## config.mk

```make
export PLATFORM = sky130hd
export DESIGN_NAME = icc_illum_cal
export DESIGN_NICKNAME = d
export VERILOG_FILES = /design/src/logic/icc_pkg.sv /design/src/logic/icc_illum_cal.sv
export VERILOG_INCLUDE_DIRS = /design/src /design/src/logic
export SDC_FILE = /design/constraint.sdc
export NUM_CORES = 2
export LEC_CHECK = 0
export CORE_ASPECT_RATIO = 1.2
export CORE_MARGIN = 8
export CORE_UTILIZATION = 40
export DETAILED_ROUTE_END_ITERATION = 10
export DONT_BUFFER_PORTS = 1
export PLACE_DENSITY_LB_ADDON = 0.2
export SLEW_MARGIN = 20
export SYNTH_ARGS = -nofsm -noshare
export SYNTH_HDL_FRONTEND = slang
export SYNTH_SLANG_ARGS = --single-unit
```

## constraint.sdc

```tcl
create_clock -name clk_sys -period 8.1 [get_ports clk_sys]
set_clock_uncertainty 0.1 [all_clocks]
set_input_delay 2.43 -clock clk_sys [delete_from_list [all_inputs] [get_ports clk_sys]]
set_output_delay 2.43 -clock clk_sys [all_outputs]
set_load 0.005 [all_outputs]
```

## src/logic/icc_defs.svh

```systemverilog
// constants for the illumination and calibration command handler
`ifndef ICC_DEFS_SVH
`define ICC_DEFS_SVH
// opcodes
`define ICC_OP_CAL_REC 8'hC6
`define ICC_OP_SENSOR 8'hCD
`define ICC_OP_MAX_DRIVE 8'hCE
`define ICC_OP_DUTY_IDX 8'hCF
`define ICC_OP_CAL_MODE 8'hD1
`define ICC_OP_CAL_OVR 8'hD2
// register byte addresses
`define ICC_ADDR_CMD 8'h00
`define ICC_ADDR_PARAM 8'h04
`define ICC_ADDR_EXEC 8'h08
`define ICC_ADDR_REPLY 8'h0C
`define ICC_ADDR_STATUS 8'h10
// command register fields
`define ICC_CMD_READ_BIT 8
// status register fields
`define ICC_ST_ERR_BIT 0
`define ICC_ST_CAL_BIT 1
`define ICC_ST_LOAD_BIT 2
`define ICC_ST_LEFT_LSB 8
// sizes and counts
`define ICC_REC_BYTES 5'h16
`define ICC_PARAM_MAX 5'h17
`define ICC_CNT_SAT 5'h1F
`define ICC_NEED_NONE 5'h1E
`define ICC_LED_CODES 8'h03
`define ICC_DRIVE_CODES 8'h0B
`define ICC_SENSOR_BYTES 5'h0C
`define ICC_DUTY_BYTES 5'h12
`define ICC_DRIVE_BYTES 5'h02
`define ICC_MODE_BYTES 5'h01
`define ICC_CAL_ENABLE 8'h01
`endif

```

## src/logic/icc_pkg.sv

```systemverilog
// types shared by the illumination and calibration command handler
`default_nettype none
package icc_pkg;
  // host register port
  typedef struct packed {
    logic [7:0] addr;
    logic [31:0] wdata;
    logic wr;
    logic rd;
  } icc_bus_t;
  // integrating sensor outputs
  typedef struct packed {
    logic [31:0] blue;
    logic [31:0] green;
    logic [31:0] red;
  } icc_sensor_t;
  // current duty cycles, u8.8 each
  typedef struct packed {
    logic [15:0] white;
    logic [15:0] magenta;
    logic [15:0] cyan;
    logic [15:0] yellow;
    logic [15:0] blue;
    logic [15:0] green;
    logic [15:0] red;
  } icc_duty_t;
  // command phase
  typedef enum logic [1:0] {PH_IDLE, PH_LOAD, PH_REPLY} icc_phase_t;
endpackage : icc_pkg
`default_nettype wire
```

## src/logic/icc_illum_cal.sv

```systemverilog
// illumination and calibration command handler with host register port
//
// Behaviour
// - calibration record opcode C6h, read takes colour
// - record read selector byte names LED colour
// - record reply x, y, luminance, sensors, duty
// - sensor query CDh returns twelve bytes RGB
// - drive write CEh stores colour ceiling
// - drive colour selector codes zero to ten
// - drive read returns stored two-byte level
// - duty index write CFh selects entry
// - duty read: count, index, seven duty cycles
// - mode command D1h, value one enables
// - calibration mode bypasses all image processing
// - calibration mode cleared only by restart
// - mode read returns one enable byte
// - override write replaces whole colour record
// - override opcode D2h, same destination
//
// Our own choices: the address-and-strobe port and the address map.
`timescale 1ns/1ns
`default_nettype none
`include "icc_defs.svh"

module icc_illum_cal #(
  parameter logic [15:0] NUM_DUTY = 16'h0010
) (
  // clock and reset
  input wire logic clk_sys,
  input wire logic srst,
  // host register port
  input wire icc_pkg::icc_bus_t bus,
  output logic [31:0] rdData,
  // illumination side
  input wire icc_pkg::icc_sensor_t sensorNow,
  input wire icc_pkg::icc_duty_t dutyNow,
  output logic [15:0] dutyIndex,
  output logic [10:0][15:0] maxDrive,
  // video path
  output logic calBypass
);
  import icc_pkg::*;

  ////////////////////////////////////////////////////////////////////////////
  // decode helpers

  // parameter byte count each command form expects
  function automatic logic [4:0] paramNeed(input logic [7:0] op, input logic rd);
    logic [4:0] n;
    n = `ICC_NEED_NONE;
    case (op)
      `ICC_OP_CAL_REC: n = rd ? 5'h01 : `ICC_NEED_NONE;
      `ICC_OP_SENSOR: n = rd ? 5'h00 : `ICC_NEED_NONE;
      `ICC_OP_MAX_DRIVE: n = rd ? 5'h01 : 5'h03;
      `ICC_OP_DUTY_IDX: n = rd ? 5'h00 : 5'h02;
      `ICC_OP_CAL_MODE: n = rd ? 5'h00 : 5'h01;
      `ICC_OP_CAL_OVR: n = rd ? `ICC_NEED_NONE : `ICC_PARAM_MAX;
      default: n = `ICC_NEED_NONE;
    endcase
    return n;
  endfunction : paramNeed

  // colour selector inside its defined range
  function automatic logic selOk(input logic [7:0] sel, input logic [7:0] codes);
    return sel < codes;
  endfunction : selOk

  ////////////////////////////////////////////////////////////////////////////
  // state

  icc_phase_t phase_r;
  logic [7:0] opcode_r;
  logic readForm_r;
  logic [7:0] paramMem [0:22];
  logic [4:0] paramCnt_r;
  logic [7:0] replyMem [0:21];
  logic [4:0] replyLen_r;
  logic [4:0] replyPtr_r;
  logic err_r;
  logic calMode_r;
  logic [7:0] calMem [0:2][0:21];
  logic [10:0][15:0] drive_r;
  logic [15:0] dutyIdx_r;
  logic [31:0] rdData_r;

  // port strobes
  logic wrCmd, wrParam, wrExec, rdReply;
  assign wrCmd = bus.wr && (bus.addr == `ICC_ADDR_CMD);
  assign wrParam = bus.wr && (bus.addr == `ICC_ADDR_PARAM);
  assign wrExec = bus.wr && (bus.addr == `ICC_ADDR_EXEC);
  assign rdReply = bus.rd && (bus.addr == `ICC_ADDR_REPLY);

  ////////////////////////////////////////////////////////////////////////////
  // command evaluation

  logic accept;
  logic [7:0] replyNxt [0:21];
  logic [4:0] replyLen_nxt;
  logic [7:0] sel;
  logic [15:0] idxParam;
  logic [95:0] sensorVec;
  logic [143:0] dutyVec;

  assign sensorVec = {sensorNow.blue, sensorNow.green, sensorNow.red};
  assign dutyVec = {dutyNow, dutyIdx_r, NUM_DUTY};
  assign sel = paramMem[0];
  assign idxParam = {paramMem[1], paramMem[0]};

  // decide acceptance and build the reply
  always_comb begin
    accept = 1'b0;
    replyLen_nxt = 5'h00;
    for (int i = 0; i < 22; i++) begin
      replyNxt[i] = 8'h00;
    end
    // unsupported forms carry an out-of-use count and must never match it
    if (phase_r == PH_LOAD && paramCnt_r == paramNeed(opcode_r, readForm_r) &&
        paramNeed(opcode_r, readForm_r) != `ICC_NEED_NONE) begin
      case (opcode_r)
        `ICC_OP_CAL_REC: begin
          if (selOk(sel, `ICC_LED_CODES)) begin
            accept = 1'b1;
            replyLen_nxt = `ICC_REC_BYTES;
            for (int i = 0; i < 22; i++) begin
              replyNxt[i] = calMem[sel[1:0]][i];
            end
          end
        end
        `ICC_OP_SENSOR: begin
          accept = 1'b1;
          replyLen_nxt = `ICC_SENSOR_BYTES;
          for (int i = 0; i < 12; i++) begin
            replyNxt[i] = sensorVec[8 * i +: 8];
          end
        end
        `ICC_OP_MAX_DRIVE: begin
          if (selOk(sel, `ICC_DRIVE_CODES)) begin
            accept = 1'b1;
            if (readForm_r) begin
              replyLen_nxt = `ICC_DRIVE_BYTES;
              replyNxt[0] = drive_r[sel[3:0]][7:0];
              replyNxt[1] = drive_r[sel[3:0]][15:8];
            end
          end
        end
        `ICC_OP_DUTY_IDX: begin
          if (readForm_r) begin
            accept = 1'b1;
            replyLen_nxt = `ICC_DUTY_BYTES;
            for (int i = 0; i < 18; i++) begin
              replyNxt[i] = dutyVec[8 * i +: 8];
            end
          end else begin
            accept = idxParam < NUM_DUTY;
          end
        end
        `ICC_OP_CAL_MODE: begin
          accept = 1'b1;
          if (readForm_r) begin
            replyLen_nxt = `ICC_MODE_BYTES;
            replyNxt[0] = {7'h00, calMode_r};
          end
        end
        `ICC_OP_CAL_OVR: begin
          accept = selOk(sel, `ICC_LED_CODES);
        end
        default: accept = 1'b0;
      endcase
    end
  end

  logic doExec;
  assign doExec = wrExec && accept;

  ////////////////////////////////////////////////////////////////////////////
  // command capture and phase

  // opcode latch and phase sequencing
  always_ff @(posedge clk_sys) begin
    if (srst) begin
      phase_r <= PH_IDLE;
      opcode_r <= 8'h00;
      readForm_r <= 1'b0;
    end else if (wrCmd) begin
      phase_r <= PH_LOAD;
      opcode_r <= bus.wdata[7:0];
      readForm_r <= bus.wdata[`ICC_CMD_READ_BIT];
    end else if (wrExec) begin
      phase_r <= (doExec && replyLen_nxt != 5'h00) ? PH_REPLY : PH_IDLE;
    end
  end

  always_ff @(posedge clk_sys) begin
    if (srst) begin
      paramCnt_r <= 5'h00;
      for (int i = 0; i < 23; i++) begin
        paramMem[i] <= 8'h00;
      end
    end else if (wrCmd) begin
      paramCnt_r <= 5'h00;
    end else if (wrParam && phase_r == PH_LOAD) begin
      if (paramCnt_r < `ICC_PARAM_MAX) begin
        paramMem[paramCnt_r] <= bus.wdata[7:0];
      end
      if (paramCnt_r != `ICC_CNT_SAT) begin
        paramCnt_r <= paramCnt_r + 5'h01;
      end
    end
  end

  // rejection flag, cleared by the next command
  always_ff @(posedge clk_sys) begin
    if (srst) begin
      err_r <= 1'b0;
    end else if (wrExec) begin
      err_r <= ~accept;
    end else if (wrCmd) begin
      err_r <= 1'b0;
    end
  end

  ////////////////////////////////////////////////////////////////////////////
  // stored state

  // calibration records, three colours
  always_ff @(posedge clk_sys) begin
    if (srst) begin
      for (int c = 0; c < 3; c++) begin
        for (int i = 0; i < 22; i++) begin
          calMem[c][i] <= 8'h00;
        end
      end
    end else if (doExec && opcode_r == `ICC_OP_CAL_OVR) begin
      for (int i = 0; i < 22; i++) begin
        calMem[sel[1:0]][i] <= paramMem[i + 1];
      end
    end
  end

  // drive ceilings
  always_ff @(posedge clk_sys) begin
    if (srst) begin
      drive_r <= '0;
    end else if (doExec && opcode_r == `ICC_OP_MAX_DRIVE && !readForm_r) begin
      drive_r[sel[3:0]] <= {paramMem[2], paramMem[1]};
    end
  end

  // duty cycle index
  always_ff @(posedge clk_sys) begin
    if (srst) begin
      dutyIdx_r <= 16'h0000;
    end else if (doExec && opcode_r == `ICC_OP_DUTY_IDX && !readForm_r) begin
      dutyIdx_r <= idxParam;
    end
  end

  // calibration bypass latch
  always_ff @(posedge clk_sys) begin
    if (srst) begin
      calMode_r <= 1'b0;
    end else if (doExec && opcode_r == `ICC_OP_CAL_MODE && !readForm_r) begin
      if (sel == `ICC_CAL_ENABLE) begin
        calMode_r <= 1'b1;
      end
    end
  end

  ////////////////////////////////////////////////////////////////////////////
  // reply buffer and read port

  // reply capture and pop pointer
  always_ff @(posedge clk_sys) begin
    if (srst) begin
      replyLen_r <= 5'h00;
      replyPtr_r <= 5'h00;
      for (int i = 0; i < 22; i++) begin
        replyMem[i] <= 8'h00;
      end
    end else if (wrCmd) begin
      replyLen_r <= 5'h00;
      replyPtr_r <= 5'h00;
    end else if (doExec) begin
      replyLen_r <= replyLen_nxt;
      replyPtr_r <= 5'h00;
      for (int i = 0; i < 22; i++) begin
        replyMem[i] <= replyNxt[i];
      end
    end else if (rdReply && replyPtr_r < replyLen_r) begin
      replyPtr_r <= replyPtr_r + 5'h01;
    end
  end

  // read data one cycle after the strobe
  always_ff @(posedge clk_sys) begin
    if (srst) begin
      rdData_r <= 32'h0000_0000;
    end else if (bus.rd) begin
      rdData_r <= 32'h0000_0000;
      case (bus.addr)
        `ICC_ADDR_CMD: rdData_r <= {23'h000000, readForm_r, opcode_r};
        `ICC_ADDR_REPLY: begin
          if (replyPtr_r < replyLen_r) begin
            rdData_r <= {24'h000000, replyMem[replyPtr_r]};
          end
        end
        `ICC_ADDR_STATUS: begin
          rdData_r[`ICC_ST_ERR_BIT] <= err_r;
          rdData_r[`ICC_ST_CAL_BIT] <= calMode_r;
          rdData_r[`ICC_ST_LOAD_BIT] <= phase_r == PH_LOAD;
          rdData_r[`ICC_ST_LEFT_LSB +: 5] <= replyLen_r - replyPtr_r;
        end
        default: rdData_r <= 32'h0000_0000;
      endcase
    end
  end

  // outputs straight from flip-flops
  assign rdData = rdData_r;
  assign dutyIndex = dutyIdx_r;
  assign maxDrive = drive_r;
  assign calBypass = calMode_r;

endmodule : icc_illum_cal
`default_nettype wire

```

==> summary.txt <==
Critical path
  • Crit path max-delay family: simple AND/OR/NAND/NOR gates
  • Buf+Inv Stages, Crit Path: 0
  • Critical path's slowest cell: nand2_1
  • Worst path max stage delay: roughly 0.67 ns
  • Worst EP required: 8.44 ns
  • Arr. time, crit path: 5.97 ns
  • Reg2Reg Setup Slack: roughly 3.5 ns
  • Setup Crit Path Kind: in -> reg
  • Worst-path fanout max: 9
  • Worst Setup Start Kind: input port
  • Critical-path cell list: or4_4, nor4b_4, nand3b_1, a2111oi_2, nand2_1, nor2_2, or2_2
  • CP Capture Type: register

Power and ir drop
  • Net Switching: around 3.0 mW
  • Leakage power: 21.9 nW
  • Comb pwr share: 0.032
  • Clock power frac: 0.435
  • Flop pwr share: 0.533
  • VDD IR max: approximately 0.23 mV
  • Sw Share: 0.213
  • Int Power: around 11 mW
  • PwrDens: 221 mW/mm2

Drt
  • Remaining DRCs: 0
  • Vias: 33000
  • DRT Pass-1 Iters: 9
  • Final ANT Viol Nets: 0
  • Vias/cell: around 5.5
  • Routed WL per cell: between 20 and 30 um
  • Number of DRC markers in iteration 0: roughly 3300
  • Final wirelength: between 150000 and 200000 um

Floorplan
  • Row cnt: roughly 150
  • # IOs: approximately 480
  • Die Y: around 430 um
  • Core Area: between 0.1 and 0.15 mm2
  • Chip width: ~360 um
  • Initial Utilization: 0.402
  • Die ar.: 0.156 mm2

Finish
  • Fillers: around 13000
  • Sequential cell area: 0.0367 mm2
  • Footprint of the multi-input gates: 0.0200 mm2
  • Area Growth Syn to Fin: 11.7%
  • Fin nets: 4206
  • Layout cells sized above 1: 0.158

Placed design
  • HPWL after DPL: 108000 um
  • Final GP Congestion: roughly 0.8
  • Place WS: 1.62 ns
  • Buffers on Ports: 0

Synthesis
  • Post-synth EDFFs: around 1100
  • Synth top area share: 0.555
  • Yosys warns: 0
  • Main synth FF type: edfxtp_1
  • Synth area leader: edfxtp_1
  • Post-synthesis register bit count: 1302
  • Ys async rst share: 0
  • Syn avg cell area: between 10 and 15 um2
  • Mapped Area: approximately 0.058 mm2
  • Sequential fraction of the synthesis area: 0.638
  • Cells after synthesis: between 3000 and 4000
  • Count of different cell masters after synthesis: 76
  • Synth cell count leaders: edfxtp_1, and2_1, mux4_2, dfxtp_1, clkbuf_1
  • Synth top area cells: edfxtp_1, mux4_2, dfxtp_1
  • Most common cell in the netlist: edfxtp_1

Timing
  • Final min period: roughly 5.6 ns
  • Setup violators final: 0
  • Slew Limit Fails: 0
  • PnR worst setup slack: about 2.5 ns
  • Fmax: between 150 and 200 MHz
  • TNS Setup: 0 ns
  • Final Hold Violating Endpoints: 0
  • Unrepaired setup endpoints after global routing: false
  • Relative slew slack: 0.227
  • Worst-Margin Slew: roughly 1.2 ns
  • Final Cycle Share: 0.694

Min path
  • Min-Delay Path Class: reg -> reg

GRT
  • Global-route wire length before repair: 246000 um
  • Grt ovf: 0
  • Vias in the first global route: 33000
  • Largest net degree at the start of global routing: between 200 and 300
  • Initial antenna violation count: 31
  • GRT Total Usage: 0.216

Clock tree
  • H-Tree Depth: 4
  • Clk_lat worst skew: approximately 0.78 ns
  • CTS Buf Count: 138
  • Root buf cell: clkbuf_16
  • Max clock buf depth: 3
  • CTS sink cnt: roughly 1300
  • Cts hold-fix bufs: 0
  • # Post-CTS Setup Buffers: 0
  • Post-cts sizing count: 0
  • CTS tree: yes
  • Clock transition at the registers of the reported paths: approximately 0.060 ns

Outcome
  • Status: completed

Flow run
  • Max-cap viol count: 0
==> flip-flops by register name, summed over array words and instances (netlist names), named ones only <==
register	flops
opcode_r	8
replyMem	176
rdData	13
err_r	1
readForm_r	1
paramCnt_r	5
dutyIndex	16
maxDrive	176
replyLen_r	5
replyPtr_r	5
calBypass	1
calMem	704
phase_r	2
paramMem	184
==> worst min-delay path, delay by kind of cell, from the launching register on <==
family,cells,cell delay (ns)
AOI/OAI and AO/OA,1,0.06
and+or+nand+nor,1,0.05
DFF,1,0.31
==> per-stage QoR <==
stage,hold slack (ns),instances,total power [mW],cell area (um2),util
after floorplan,0.340,4077,8.01,58300,-
after global placement,0.355,5727,8.16,59900,0.419
after detailed placement,0.356,5727,8.18,59900,0.419
after CTS,0.369,5975,14.4,64300,0.449
after global routing,0.381,5976,14.6,64300,0.449
final,0.370,5992,14.2,64300,0.450
==> cells by family (layout without fill, tap and decap cells) <==
| group | Yosys count | count (layout) | share of synthesized area |
|---|---|---|---|
| other | 1 | 212 | 0.0000652 |
| AND/OR/NAND/NOR | 1384 | 1384 | 0.149 |
| buffers and inverters | 361 | 334 | 0.0279 |
| AO/OA/AOI/OAI | 346 | 346 | 0.0436 |
| XOR/XNOR | 11 | 11 | 0.00167 |
| multiplexers | 466 | 466 | 0.137 |
| adder cells (fa/ha/maj) | 12 | 12 | 0.00274 |
| flip-flops | 1302 | 1302 | 0.638 |
==> power by group through the flow <==
| stage | registers, mW | clock network [mW] | logic, mW |
|---|---|---|---|
| after floorplan | 7.68 | 0 | 0.333 |
| after global placement | 7.71 | 0 | 0.458 |
| after detailed placement | 7.72 | 0 | 0.459 |
| after CTS | 7.58 | 6.33 | 0.460 |
| after global routing | 7.60 | 6.56 | 0.478 |
| final | 7.57 | 6.19 | 0.451 |
==> final timing paths <==
| check | end | depth (start not counted) | from |
|---|---|---|---|
| setup / recovery | paramMem[14][7] | 7 | bus[35] |
| hold / removal | err_r | 2 | err_r |
| setup reg to reg | maxDrive[172] | 6 | readForm_r |
| hold reg to reg | err_r | 2 | err_r |
==> routing by layer <==
| metal | track usage | part of all wire |
|---|---|---|
| met4 | 0.0621 | 0.027 |
| met1 | 0.270 | 0.40 |
| met3 | 0.0633 | 0.084 |
| met2 | 0.366 | 0.49 |
| met5 | 0 | 0.00084 |
==> cell type report <==
class | count | share of cell area
Clock buffer | 186 | 0.0607
Sequential cell | 1302 | 0.571
Multi-Input combinational cell | 2414 | 0.311
Timing Repair Buffer | 51 | 0.00946
Clock inverter | 62 | 0.00708
Antenna cell | 17 | 0.000662
Inverter | 35 | 0.00204
Tap cell | 1925 | 0.0375
==> layout by cell type (no fill, tap or decap), drive strengths merged, types with 9 or more instances in the layout <==
master,count
or2,32
a222oi,53
nand2,73
inv,41
a22o,39
o211ai,21
ha,11
and2,716
dfxtp,238
and3,13
nor2b,46
conb,195
mux4,256
nor3b,14
clkbuf,186
a211oi,15
buf,51
o22ai,20
nor3,155
edfxtp,1064
nor2,65
nand2b,204
o21ai,30
a21oi,87
xnor2,9
nor4,12
nand3,20
diode,17
nand3b,10
nand4,10
clkinv,50
a22oi,55
mux2i,207
No activity file was read; power rests on OpenSTA's default activity.
